<file path="src/uis_regs.svh">
// Register offsets, field positions, reset values and timing counts of the UART.
// Assumes byte addresses on an 8-bit register port with 32-bit data words.
//
// Overview of operation
// - Sixteen-entry transmit and receive byte FIFOs
// - Five to eight data bits, odd/even parity
// - One, one and half, two stop bits
// - Start, data LSB first, parity, stop bits
// - Baud equals clock over sixteen times divisor
// - Each bit lasts sixteen baud ticks
// - Receiver samples mid-bit, then every sixteen ticks
// - Divisor built from high and low bytes
// - Break generated on transmit, detected on receive
// - Request-to-send and clear-to-send flow control
// - DMA requests for both FIFOs
// - Baud clock reference output, always driven, low for one cycle per tick
// - Infrared: eight bits, no parity, one stop
// - Modem control bit six selects infrared pins
// - Infrared zero is three-sixteenths pulse, one none
// - Infrared input low means logic zero
// - Low-power infrared catches narrow pulses via divisor
// - Serial logic synchronised to bus clock
// - Config settles within eight cycles before transfers
// - Ident reports errors, timeout, data, empty by priority
`ifndef UIS_REGS_SVH
`define UIS_REGS_SVH
`define UIS_ADDR_DATA 8'h00
`define UIS_ADDR_IER 8'h04
`define UIS_ADDR_IDENT 8'h08
`define UIS_ADDR_LFC 8'h0C
`define UIS_ADDR_MCS 8'h10
`define UIS_ADDR_LSR 8'h14
`define UIS_ADDR_DIVL 8'h18
`define UIS_ADDR_DIVH 8'h1C
`define UIS_ADDR_DIVF 8'h20
`define UIS_ADDR_LPDIV 8'h24
`define UIS_ADDR_MSR 8'h28
`define UIS_ADDR_DMA 8'h2C
`define UIS_LFC_PAR_EN 3
`define UIS_LFC_EVEN 4
`define UIS_LFC_STOP2 2
`define UIS_LFC_BREAK 6
`define UIS_MCS_RTS 1
`define UIS_MCS_AUTOFLOW 5
`define UIS_MCS_IR 6
`define UIS_MCS_LOWPOWER 7
`define UIS_LFC_RESET 8'h03
`define UIS_ID_NONE 4'h1
`define UIS_ID_LINE 4'h6
`define UIS_ID_RXDATA 4'h4
`define UIS_ID_TIMEOUT 4'hC
`define UIS_ID_TX_HOLDING_EMPTY 4'h2
`define UIS_TICKS_PER_BIT 6'd16
`define UIS_MID_TICK 4'd7
`define UIS_IR_PULSE_TICKS 6'd3
`define UIS_STOP_1_5_TICKS 6'd24
`define UIS_STOP_2_TICKS 6'd32
`define UIS_SETTLE_CYCLES 4'd8
`define UIS_TIMEOUT_TICKS 10'd640
`endif

</file>
<file path="src/uis_pkg.sv">
// Types shared by the UART design.
// Assumes uis_regs.svh supplies every numeric constant.
package uis_pkg;
   typedef enum logic [2:0] {UIS_IDLE, UIS_START, UIS_DATA, UIS_PARITY, UIS_STOP} uis_state_t;
   typedef logic [7:0] uis_byte_t;
endpackage : uis_pkg

</file>
<file path="src/uis_uart.sv">
// UART with infrared pulse mode, FIFOs, flow control and DMA requests.
// Assumes one clock mclk for bus and serial logic, and synchronous serial inputs.
`timescale 1ns/100ps
`include "uis_regs.svh"
module uis_uart #(
   parameter int FIFO_DEPTH = 16
) (
   input wire logic mclk,
   input wire logic srst,
   input wire logic [7:0] reg_addr,
   input wire logic [31:0] reg_wdata,
   input wire logic reg_wr,
   input wire logic reg_rd,
   output logic [31:0] reg_rdata,
   output logic ser_tx_out,
   input wire logic ser_rx_in,
   output logic ir_tx_out,
   input wire logic ir_rx_in,
   output logic rts_out_n,
   input wire logic cts_in_n,
   output logic baud_out_n,
   output logic dma_tx_req,
   output logic dma_rx_req
);
   import uis_pkg::*;
   localparam int AW = $clog2(FIFO_DEPTH);

   if (FIFO_DEPTH < 4 || (1 << AW) != FIFO_DEPTH) begin : g_chk
      $error("FIFO_DEPTH must be a power of two, at least 4");
   end

   // Character length minus one, shared by both shifters
   function automatic logic [2:0] last_bit(input logic ir, input logic [1:0] len);
      last_bit = ir ? 3'd7 : {1'b1, len};
   endfunction : last_bit

   logic [7:0] lfc_reg, mcs_reg, div_lo_reg, div_hi_reg;
   logic [3:0] div_frac_reg;
   logic [15:0] lp_div_reg;
   logic [2:0] ier_reg;
   logic [1:0] dma_ctl_reg;
   logic [3:0] settle_reg;
   logic oe_reg, pe_reg, fe_reg, bi_reg;
   logic [31:0] rdata_reg;

   uis_byte_t tx_mem [FIFO_DEPTH];
   uis_byte_t rx_mem [FIFO_DEPTH];
   logic [AW:0] tx_wp_reg, tx_rp_reg, rx_wp_reg, rx_rp_reg;
   logic [AW:0] rx_level;
   logic tx_empty, tx_full, rx_empty, rx_full;
   logic tx_push, tx_pop, rx_push, rx_pop;

   logic [15:0] baud_cnt_reg, lp_cnt_reg;
   logic [3:0] frac_acc_reg;
   logic [4:0] frac_sum;
   logic [15:0] divisor;
   logic tick, lp_tick;

   uis_state_t tx_state_reg, rx_state_reg;
   logic [5:0] tx_cnt_reg;
   logic [3:0] rx_cnt_reg;
   logic [2:0] tx_idx_reg, rx_idx_reg;
   uis_byte_t tx_shift_reg, rx_shift_reg;
   logic tx_par_reg, rx_par_reg, tx_bit, tx_line;
   logic ir_mode, par_en, even, cfg_busy;
   logic [2:0] lastb;
   logic [5:0] stop_ticks;
   logic ir_seen_reg, rx_line_reg, rx_line, rx_sample;
   logic set_pe, set_fe, set_bi, set_oe, clr_lsr;
   logic [9:0] to_cnt_reg;
   logic timeout;
   logic [3:0] ident;
   logic ser_tx_reg, ir_tx_reg, rts_n_reg, baud_n_reg;

   assign ir_mode = mcs_reg[`UIS_MCS_IR];
   assign par_en = !ir_mode && lfc_reg[`UIS_LFC_PAR_EN];
   assign even = lfc_reg[`UIS_LFC_EVEN];
   assign lastb = last_bit(ir_mode, lfc_reg[1:0]);
   assign cfg_busy = settle_reg != 4'h0;

   // Register writes; a format change restarts the shifters
   always_ff @(posedge mclk) begin
      if (srst) begin
         lfc_reg <= `UIS_LFC_RESET;
         mcs_reg <= 8'h00;
         div_lo_reg <= 8'h00;
         div_hi_reg <= 8'h00;
         div_frac_reg <= 4'h0;
         lp_div_reg <= 16'h0000;
         ier_reg <= 3'h0;
         dma_ctl_reg <= 2'h0;
      end else if (reg_wr) begin
         case (reg_addr)
            `UIS_ADDR_IER: ier_reg <= reg_wdata[2:0];
            `UIS_ADDR_LFC: lfc_reg <= reg_wdata[7:0];
            `UIS_ADDR_MCS: mcs_reg <= reg_wdata[7:0];
            `UIS_ADDR_DIVL: div_lo_reg <= reg_wdata[7:0];
            `UIS_ADDR_DIVH: div_hi_reg <= reg_wdata[7:0];
            `UIS_ADDR_DIVF: div_frac_reg <= reg_wdata[3:0];
            `UIS_ADDR_LPDIV: lp_div_reg <= reg_wdata[15:0];
            `UIS_ADDR_DMA: dma_ctl_reg <= reg_wdata[1:0];
            default: ;
         endcase
      end
   end

   // Shifters held idle while new settings take effect
   always_ff @(posedge mclk) begin
      if (srst) begin
         settle_reg <= `UIS_SETTLE_CYCLES;
      end else if (reg_wr && (reg_addr == `UIS_ADDR_LFC || reg_addr == `UIS_ADDR_MCS ||
                              reg_addr == `UIS_ADDR_DIVL || reg_addr == `UIS_ADDR_DIVH ||
                              reg_addr == `UIS_ADDR_DIVF || reg_addr == `UIS_ADDR_LPDIV)) begin
         settle_reg <= `UIS_SETTLE_CYCLES;
      end else if (cfg_busy) begin
         settle_reg <= settle_reg - 4'h1;
      end
   end

   // FIFOs
   assign tx_empty = tx_wp_reg == tx_rp_reg;
   assign tx_full = tx_wp_reg == {~tx_rp_reg[AW], tx_rp_reg[AW-1:0]};
   assign rx_empty = rx_wp_reg == rx_rp_reg;
   assign rx_full = rx_wp_reg == {~rx_rp_reg[AW], rx_rp_reg[AW-1:0]};
   assign rx_level = rx_wp_reg - rx_rp_reg;
   assign tx_push = reg_wr && reg_addr == `UIS_ADDR_DATA && !tx_full;
   assign rx_pop = reg_rd && reg_addr == `UIS_ADDR_DATA && !rx_empty;

   always_ff @(posedge mclk) begin
      if (srst) begin
         tx_wp_reg <= '0;
         tx_rp_reg <= '0;
      end else begin
         if (tx_push) begin
            tx_mem[tx_wp_reg[AW-1:0]] <= reg_wdata[7:0];
            tx_wp_reg <= tx_wp_reg + 1'b1;
         end
         if (tx_pop) begin
            tx_rp_reg <= tx_rp_reg + 1'b1;
         end
      end
   end

   always_ff @(posedge mclk) begin
      if (srst) begin
         rx_wp_reg <= '0;
         rx_rp_reg <= '0;
      end else begin
         if (rx_push && !rx_full) begin
            rx_mem[rx_wp_reg[AW-1:0]] <= rx_shift_reg >> (3'd7 - lastb);
            rx_wp_reg <= rx_wp_reg + 1'b1;
         end
         if (rx_pop) begin
            rx_rp_reg <= rx_rp_reg + 1'b1;
         end
      end
   end

   // Baud tick: integer divisor plus a sixteenths fraction that adds a cycle on carry
   assign divisor = {div_hi_reg, div_lo_reg};
   assign frac_sum = {1'b0, frac_acc_reg} + {1'b0, div_frac_reg};
   assign tick = baud_cnt_reg == 16'h0000 && divisor != 16'h0000 && !cfg_busy;

   always_ff @(posedge mclk) begin
      if (srst || cfg_busy || divisor == 16'h0000) begin
         baud_cnt_reg <= 16'h0000;
         frac_acc_reg <= 4'h0;
      end else if (baud_cnt_reg == 16'h0000) begin
         baud_cnt_reg <= divisor - 16'h0001 + {15'h0000, frac_sum[4]};
         frac_acc_reg <= frac_sum[3:0];
      end else begin
         baud_cnt_reg <= baud_cnt_reg - 16'h0001;
      end
   end

   // Low-power strobe samples the infrared input every lp_div_reg cycles instead of on the baud tick
   assign lp_tick = lp_cnt_reg == 16'h0000 && lp_div_reg != 16'h0000;

   always_ff @(posedge mclk) begin
      if (srst || lp_cnt_reg == 16'h0000) begin
         lp_cnt_reg <= srst ? 16'h0000 : lp_div_reg - (lp_div_reg != 16'h0000 ? 16'h0001 : 16'h0000);
      end else begin
         lp_cnt_reg <= lp_cnt_reg - 16'h0001;
      end
   end

   // Transmitter
   assign stop_ticks = (ir_mode || !lfc_reg[`UIS_LFC_STOP2]) ? `UIS_TICKS_PER_BIT :
                       (lastb == 3'd4) ? `UIS_STOP_1_5_TICKS : `UIS_STOP_2_TICKS;
   assign tx_pop = tick && tx_state_reg == UIS_IDLE && !tx_empty &&
                   !(mcs_reg[`UIS_MCS_AUTOFLOW] && cts_in_n);

   always_comb begin
      case (tx_state_reg)
         UIS_START: tx_bit = 1'b0;
         UIS_DATA: tx_bit = tx_shift_reg[0];
         UIS_PARITY: tx_bit = even ? tx_par_reg : ~tx_par_reg;
         default: tx_bit = 1'b1;
      endcase
   end
   assign tx_line = tx_bit && !(lfc_reg[`UIS_LFC_BREAK] && !ir_mode);

   always_ff @(posedge mclk) begin
      if (srst || cfg_busy) begin
         tx_state_reg <= UIS_IDLE;
         tx_cnt_reg <= 6'd0;
         tx_idx_reg <= 3'd0;
         tx_shift_reg <= 8'h00;
         tx_par_reg <= 1'b0;
      end else if (tick) begin
         tx_cnt_reg <= tx_cnt_reg + 6'd1;
         case (tx_state_reg)
            UIS_IDLE: begin
               tx_cnt_reg <= 6'd0;
               if (tx_pop) begin
                  tx_shift_reg <= tx_mem[tx_rp_reg[AW-1:0]];
                  tx_par_reg <= 1'b0;
                  tx_state_reg <= UIS_START;
               end
            end
            UIS_START: begin
               if (tx_cnt_reg == `UIS_TICKS_PER_BIT - 6'd1) begin
                  tx_cnt_reg <= 6'd0;
                  tx_idx_reg <= 3'd0;
                  tx_state_reg <= UIS_DATA;
               end
            end
            UIS_DATA: begin
               if (tx_cnt_reg == `UIS_TICKS_PER_BIT - 6'd1) begin
                  tx_cnt_reg <= 6'd0;
                  tx_shift_reg <= tx_shift_reg >> 1;
                  tx_par_reg <= tx_par_reg ^ tx_shift_reg[0];
                  tx_idx_reg <= tx_idx_reg + 3'd1;
                  if (tx_idx_reg == lastb) begin
                     tx_state_reg <= par_en ? UIS_PARITY : UIS_STOP;
                  end
               end
            end
            UIS_PARITY: begin
               if (tx_cnt_reg == `UIS_TICKS_PER_BIT - 6'd1) begin
                  tx_cnt_reg <= 6'd0;
                  tx_state_reg <= UIS_STOP;
               end
            end
            UIS_STOP: begin
               if (tx_cnt_reg == stop_ticks - 6'd1) begin
                  tx_cnt_reg <= 6'd0;
                  tx_state_reg <= UIS_IDLE;
               end
            end
            default: tx_state_reg <= UIS_IDLE;
         endcase
      end
   end

   // Pin drivers; the infrared pulse covers the first three ticks of a zero bit
   always_ff @(posedge mclk) begin
      if (srst) begin
         ser_tx_reg <= 1'b1;
         ir_tx_reg <= 1'b0;
         baud_n_reg <= 1'b1;
         rts_n_reg <= 1'b1;
      end else begin
         ser_tx_reg <= ir_mode ? 1'b1 : tx_line;
         ir_tx_reg <= ir_mode && !tx_bit && tx_cnt_reg < `UIS_IR_PULSE_TICKS;
         baud_n_reg <= !tick;
         // Auto mode drops the request two entries before the FIFO fills
         rts_n_reg <= !(mcs_reg[`UIS_MCS_RTS] && !(mcs_reg[`UIS_MCS_AUTOFLOW] &&
                      rx_level >= (AW + 1)'(FIFO_DEPTH - 2)));
      end
   end

   // Receive line: an infrared low seen on a tick or low-power strobe is held until the next sample
   assign rx_sample = tick && ((rx_state_reg == UIS_START && rx_cnt_reg == `UIS_MID_TICK) ||
                      (rx_state_reg != UIS_IDLE && rx_state_reg != UIS_START &&
                       rx_cnt_reg == 4'hF));
   assign rx_line = ir_mode ? !ir_seen_reg : rx_line_reg;

   always_ff @(posedge mclk) begin
      if (srst) begin
         ir_seen_reg <= 1'b0;
         rx_line_reg <= 1'b1;
      end else begin
         rx_line_reg <= ser_rx_in;
         if ((mcs_reg[`UIS_MCS_LOWPOWER] ? lp_tick : tick) && !ir_rx_in) begin
            ir_seen_reg <= 1'b1;
         end else if (rx_sample || !ir_mode) begin
            ir_seen_reg <= 1'b0;
         end
      end
   end

   // Receiver
   always_ff @(posedge mclk) begin
      if (srst || cfg_busy) begin
         rx_state_reg <= UIS_IDLE;
         rx_cnt_reg <= 4'h0;
         rx_idx_reg <= 3'd0;
         rx_shift_reg <= 8'h00;
         rx_par_reg <= 1'b0;
         rx_push <= 1'b0;
         set_pe <= 1'b0;
         set_fe <= 1'b0;
         set_bi <= 1'b0;
      end else begin
         rx_push <= 1'b0;
         set_pe <= 1'b0;
         set_fe <= 1'b0;
         set_bi <= 1'b0;
         if (tick) begin
            rx_cnt_reg <= rx_cnt_reg + 4'h1;
            case (rx_state_reg)
               UIS_IDLE: begin
                  rx_cnt_reg <= 4'h0;
                  if (!rx_line) begin
                     rx_state_reg <= UIS_START;
                  end
               end
               UIS_START: begin
                  if (rx_cnt_reg == `UIS_MID_TICK) begin
                     rx_cnt_reg <= 4'h0;
                     rx_idx_reg <= 3'd0;
                     rx_par_reg <= 1'b0;
                     rx_state_reg <= rx_line ? UIS_IDLE : UIS_DATA;
                  end
               end
               UIS_DATA: begin
                  if (rx_cnt_reg == 4'hF) begin
                     rx_shift_reg <= {rx_line, rx_shift_reg[7:1]};
                     rx_par_reg <= rx_par_reg ^ rx_line;
                     rx_idx_reg <= rx_idx_reg + 3'd1;
                     if (rx_idx_reg == lastb) begin
                        rx_state_reg <= par_en ? UIS_PARITY : UIS_STOP;
                     end
                  end
               end
               UIS_PARITY: begin
                  if (rx_cnt_reg == 4'hF) begin
                     set_pe <= (rx_par_reg ^ rx_line) == even;
                     rx_par_reg <= rx_line;
                     rx_state_reg <= UIS_STOP;
                  end
               end
               UIS_STOP: begin
                  if (rx_cnt_reg == 4'hF) begin
                     set_fe <= !rx_line;
                     set_bi <= !rx_line && rx_shift_reg == 8'h00 &&
                               !(par_en && rx_par_reg);
                     rx_push <= 1'b1;
                     rx_state_reg <= UIS_IDLE;
                  end
               end
               default: rx_state_reg <= UIS_IDLE;
            endcase
         end
      end
   end

   // Line status flags: sticky, cleared by reading, a new event outranks the clear
   assign set_oe = rx_push && rx_full;
   assign clr_lsr = reg_rd && reg_addr == `UIS_ADDR_LSR;

   always_ff @(posedge mclk) begin
      if (srst) begin
         oe_reg <= 1'b0;
         pe_reg <= 1'b0;
         fe_reg <= 1'b0;
         bi_reg <= 1'b0;
      end else begin
         oe_reg <= set_oe || (oe_reg && !clr_lsr);
         pe_reg <= set_pe || (pe_reg && !clr_lsr);
         fe_reg <= set_fe || (fe_reg && !clr_lsr);
         bi_reg <= set_bi || (bi_reg && !clr_lsr);
      end
   end

   // Character timeout: four character times of silence with data waiting
   always_ff @(posedge mclk) begin
      if (srst || rx_empty || rx_push || rx_pop) begin
         to_cnt_reg <= 10'd0;
      end else if (tick && to_cnt_reg != `UIS_TIMEOUT_TICKS) begin
         to_cnt_reg <= to_cnt_reg + 10'd1;
      end
   end
   assign timeout = to_cnt_reg == `UIS_TIMEOUT_TICKS;

   always_comb begin
      if (ier_reg[2] && (oe_reg || pe_reg || fe_reg || bi_reg)) begin
         ident = `UIS_ID_LINE;
      end else if (ier_reg[0] && !rx_empty && !timeout) begin
         ident = `UIS_ID_RXDATA;
      end else if (ier_reg[0] && timeout) begin
         ident = `UIS_ID_TIMEOUT;
      end else if (ier_reg[1] && tx_empty) begin
         ident = `UIS_ID_TX_HOLDING_EMPTY;
      end else begin
         ident = `UIS_ID_NONE;
      end
   end

   // Read data stands only in the cycle after the strobe; unmapped reads give zero
   always_ff @(posedge mclk) begin
      if (srst || !reg_rd) begin
         rdata_reg <= 32'h0000_0000;
      end else begin
         case (reg_addr)
            `UIS_ADDR_DATA: rdata_reg <= {24'h00_0000, rx_mem[rx_rp_reg[AW-1:0]]};
            `UIS_ADDR_IER: rdata_reg <= {29'h0000_0000, ier_reg};
            `UIS_ADDR_IDENT: rdata_reg <= {28'h000_0000, ident};
            `UIS_ADDR_LFC: rdata_reg <= {24'h00_0000, lfc_reg};
            `UIS_ADDR_MCS: rdata_reg <= {24'h00_0000, mcs_reg};
            `UIS_ADDR_LSR: rdata_reg <= {25'h000_0000, tx_empty && tx_state_reg == UIS_IDLE,
                                         tx_empty, bi_reg, fe_reg, pe_reg, oe_reg, !rx_empty};
            `UIS_ADDR_DIVL: rdata_reg <= {24'h00_0000, div_lo_reg};
            `UIS_ADDR_DIVH: rdata_reg <= {24'h00_0000, div_hi_reg};
            `UIS_ADDR_DIVF: rdata_reg <= {28'h000_0000, div_frac_reg};
            `UIS_ADDR_LPDIV: rdata_reg <= {16'h0000, lp_div_reg};
            `UIS_ADDR_MSR: rdata_reg <= {31'h0000_0000, !cts_in_n};
            `UIS_ADDR_DMA: rdata_reg <= {30'h0000_0000, dma_ctl_reg};
            default: rdata_reg <= 32'h0000_0000;
         endcase
      end
   end

   assign reg_rdata = rdata_reg;
   assign ser_tx_out = ser_tx_reg;
   assign ir_tx_out = ir_tx_reg;
   assign baud_out_n = baud_n_reg;
   assign rts_out_n = rts_n_reg;
   assign dma_tx_req = dma_ctl_reg[0] && !tx_full;
   assign dma_rx_req = dma_ctl_reg[1] && !rx_empty;

endmodule : uis_uart

</file>
<file path="config.mk">
export PLATFORM = sky130hd
export DESIGN_NAME = uis_uart
export DESIGN_NICKNAME = d
export VERILOG_FILES = /design/src/uis_pkg.sv /design/src/uis_uart.sv
export VERILOG_INCLUDE_DIRS = /design/src
export SDC_FILE = /design/constraint.sdc
export NUM_CORES = 1
export LEC_CHECK = 0
export BUFFER_PORTS_ARGS = -buffer_cell sky130_fd_sc_hd__buf_2
export CORE_MARGIN = 5
export CORE_UTILIZATION = 58
export CTS_BUF_LIST = sky130_fd_sc_hd__clkbuf_4 sky130_fd_sc_hd__clkbuf_8
export CTS_CLUSTER_DIAMETER = 80
export DETAILED_ROUTE_END_ITERATION = 8
export GPL_TIMING_DRIVEN = 0
export HOLD_SLACK_MARGIN = 0.1
export MAX_ROUTING_LAYER = met4
export PLACE_DENSITY = 0.89
export SLEW_MARGIN = 20
export SYNTH_ARGS = -nofsm -noshare
export SYNTH_HDL_FRONTEND = slang
export SYNTH_SLANG_ARGS = --single-unit
export TNS_END_PERCENT = 10
</file>
<file path="constraint.sdc">
create_clock -name mclk -period 3.27 [get_ports mclk]
set_input_delay 0.654 -clock mclk [delete_from_list [all_inputs] [get_ports mclk]]
set_output_delay 0.654 -clock mclk [all_outputs]
set_load 0.1 [all_outputs]
</file>
==> flow_summary.toml <==
[yosys]
netlist_area_um2 = 20600
synth-simple-area-share_pct = 15.1
synth-adder-area-share_pct = 2.26
yosys-top-cells-area = "edfxtp_1 37%, dfxtp_1 20%, mux4_2 7.9%"
yosys.area_share.xor_xnor_pct = 4.09
yosys_warnings = 0
async_reset_ff_share_pct = 0
synth_top_family_by_area = "simple AND/OR/NAND/NOR gates"
yosysTopAreaCell = "edfxtp_1"
syn_inst = 1741
synth_cell_type_count = 74
avgSynthCellArea_um2 = 11.8
synthFlopType = "edfxtp_1"
synth_edf_count = 256
seq_area_frac_synth_pct = 57.3
synth_mux_area_share_pct = 10.4
synth_compound_area_share_pct = 7.59
yosysTopAreaCellShare_pct = 37.4
synth-seq-cells = 461

[power_and_ir_drop]
powerDensity_nw_per_um2 = 541
p_leak_nw = 8.35
p_total_mw = 12.6
ir_worst_vdd_uv = 512

[floorplanning]
core-area_um2 = 35300
pin_count = 85
fp.dieArea_um2 = 39300
initial_core_util_pct = 58.2
rows = 69
die_w_um = 198
die-height_um = 198

[sta]
fin_ws_ns = -0.0901
holdWs_ns = 0.244
tns_ns = -0.621
skew_ns = 0.0272
finalCritPeriodShare_pct = 103
hold_violations = 0
setup_violations = 13
rsz0062_at_grt = "true"
drv_slew = 0
fmax_mhz = 298
tightest_slew_ns = 1.10
fin_crit_ns = 3.36
worst_slew_margin_rel_pct = 26.6

[clock_network]
post-cts-setup-buffers = 0
cts-hold-fix-buffers = 0
htreeDepth = 3
cts_tree = "yes"
clock_path_buffers = 3
cts_resized = 3
cts_made_buffers = 75
cts_root_buf = "clkbuf_8"
clkTransAtPathRegs_ns = 0.06
cts.sink_count = 461
insertion_delay_ns = 0.65

[cells_and_area]
area.growth.synth_to_final_pct = 12.8
design_area_um2 = 23200
layout_common_cells = "256 x edfxtp_1, 205 x dfxtp_1, 190 x nand2_1"
n_antenna_cell = 0
fin_util_pct = 65.7
layout_commonest_cell = "edfxtp_1"
layoutNonFillerInstCount = 2411
drive_gt1_share_pct = 18.1
fin_nets = 1970

[global_routing]
grt-busiest-layer = "met2"
grt_pass1_wl_um = 80800
antenna_found_initial = 0
grt_overflow = 0
use_met3_pct = 5.12
grt_pass1_vias = 14626
grt_max_degree = 24
met1_usage_pct = 35.1
grt_use_met2_pct = 43.2
grt_usage_pct = 27.3

[critical_path]
cp_data_required_time_ns = 3.53
cp.arrival_ns = 3.62
crit_path_end_kind = "flop"
reg2reg_depth = 6
worstSetupPathType = "input port to flop"
critPathLaunchType = "input port"
critPathMaxFanout = 10

[placement]
hpwl_um = 36600
dp_cells = 2271
place_area_um2 = 21500
port_buffers = 51
place_congestion = 0.981
pre_cts_ws_ns = -0.844

[status]
violations = "negative setup slack"
status = "finished with violations"

[run]
drv_cap = 0

[route]
wl_per_cell_um = 21.9
drc = 0
num_vias = 14954
dr.pass1.iters = 6
ant_nets = 0
vias_per_cell = 6.20
drt_iter0_markers = 1549
drt_wl_total_um = 52800

[worst_hold_path]
hold_class = "input port to flop"
hold_depth = 3
==> where the power goes <==
| group | internal [mW] | total [mW] | switching [mW] |
|---|---|---|---|
| clock | 2.84 | 5.21 | 2.37 |
| combinational | 0.388 | 1.06 | 0.671 |
| sequential | 6.19 | 6.29 | 0.0979 |
==> cells in the mapped netlist, types with 37 or more instances <==
master,instances
edfxtp_1,256
dfxtp_1,205
nand2_1,190
nor2_1,162
a21oi_1,95
clkbuf_1,77
mux4_2,72
xnor2_1,54
nand3_1,51
mux2i_1,47
xor2_1,42
nor3_1,38
o21ai_0,37
==> final cells by class <==
type	instances	area, um^2
clock buffers	115	1380
repair buffers	54	278
inverters	34	128
clock inverters	25	205
fillers	2472	12100
flip-flops and latches	461	11800
multi-input cells	1146	8320
well taps	461	577
plain buffers	115	514
==> worst max-delay path, stage by stage <==
cell	delay, ns
buf_2	0.10
clkbuf_1	0.25
nor4_4	0.69
nand3_1	0.21
a21oi_1	0.51
and2b_1	0.29
nand2_1	0.20
nor2_1	0.70
==> per-layer routing <==
| layer | share of wire (%) | wire length [um] |
|---|---|---|
| met1 | 39 | 20600 |
| met2 | 48 | 25400 |
| met3 | 8.4 | 4450 |
| met4 | 4.4 | 2340 |
| met5 | 0 | 0 |
==> path summary, 6_finish.rpt <==
check	startpoint	endpoint	slack [ns]
setup / recovery	reg_addr[4]	tx_mem[13][3]	-0.09
hold / removal	reg_wdata[11]	lp_div_reg[11]	0.24
setup reg to reg	mcs_reg[6]	rx_mem[5][6]	0.18
hold reg to reg	lfc_reg[7]	lfc_reg[7]	0.46
==> kinds of logic (layout without fill, tap and decap cells) <==
logic type | after synthesis | after routing
flops | 461 | 461
compound gates | 250 | 250
fa+ha+maj | 36 | 36
buf+inv | 149 | 343
simple gates | 624 | 624
other cells | 1 | 16
mux | 124 | 124
xor+xnor | 96 | 96
(Power assumes the default switching activity.)
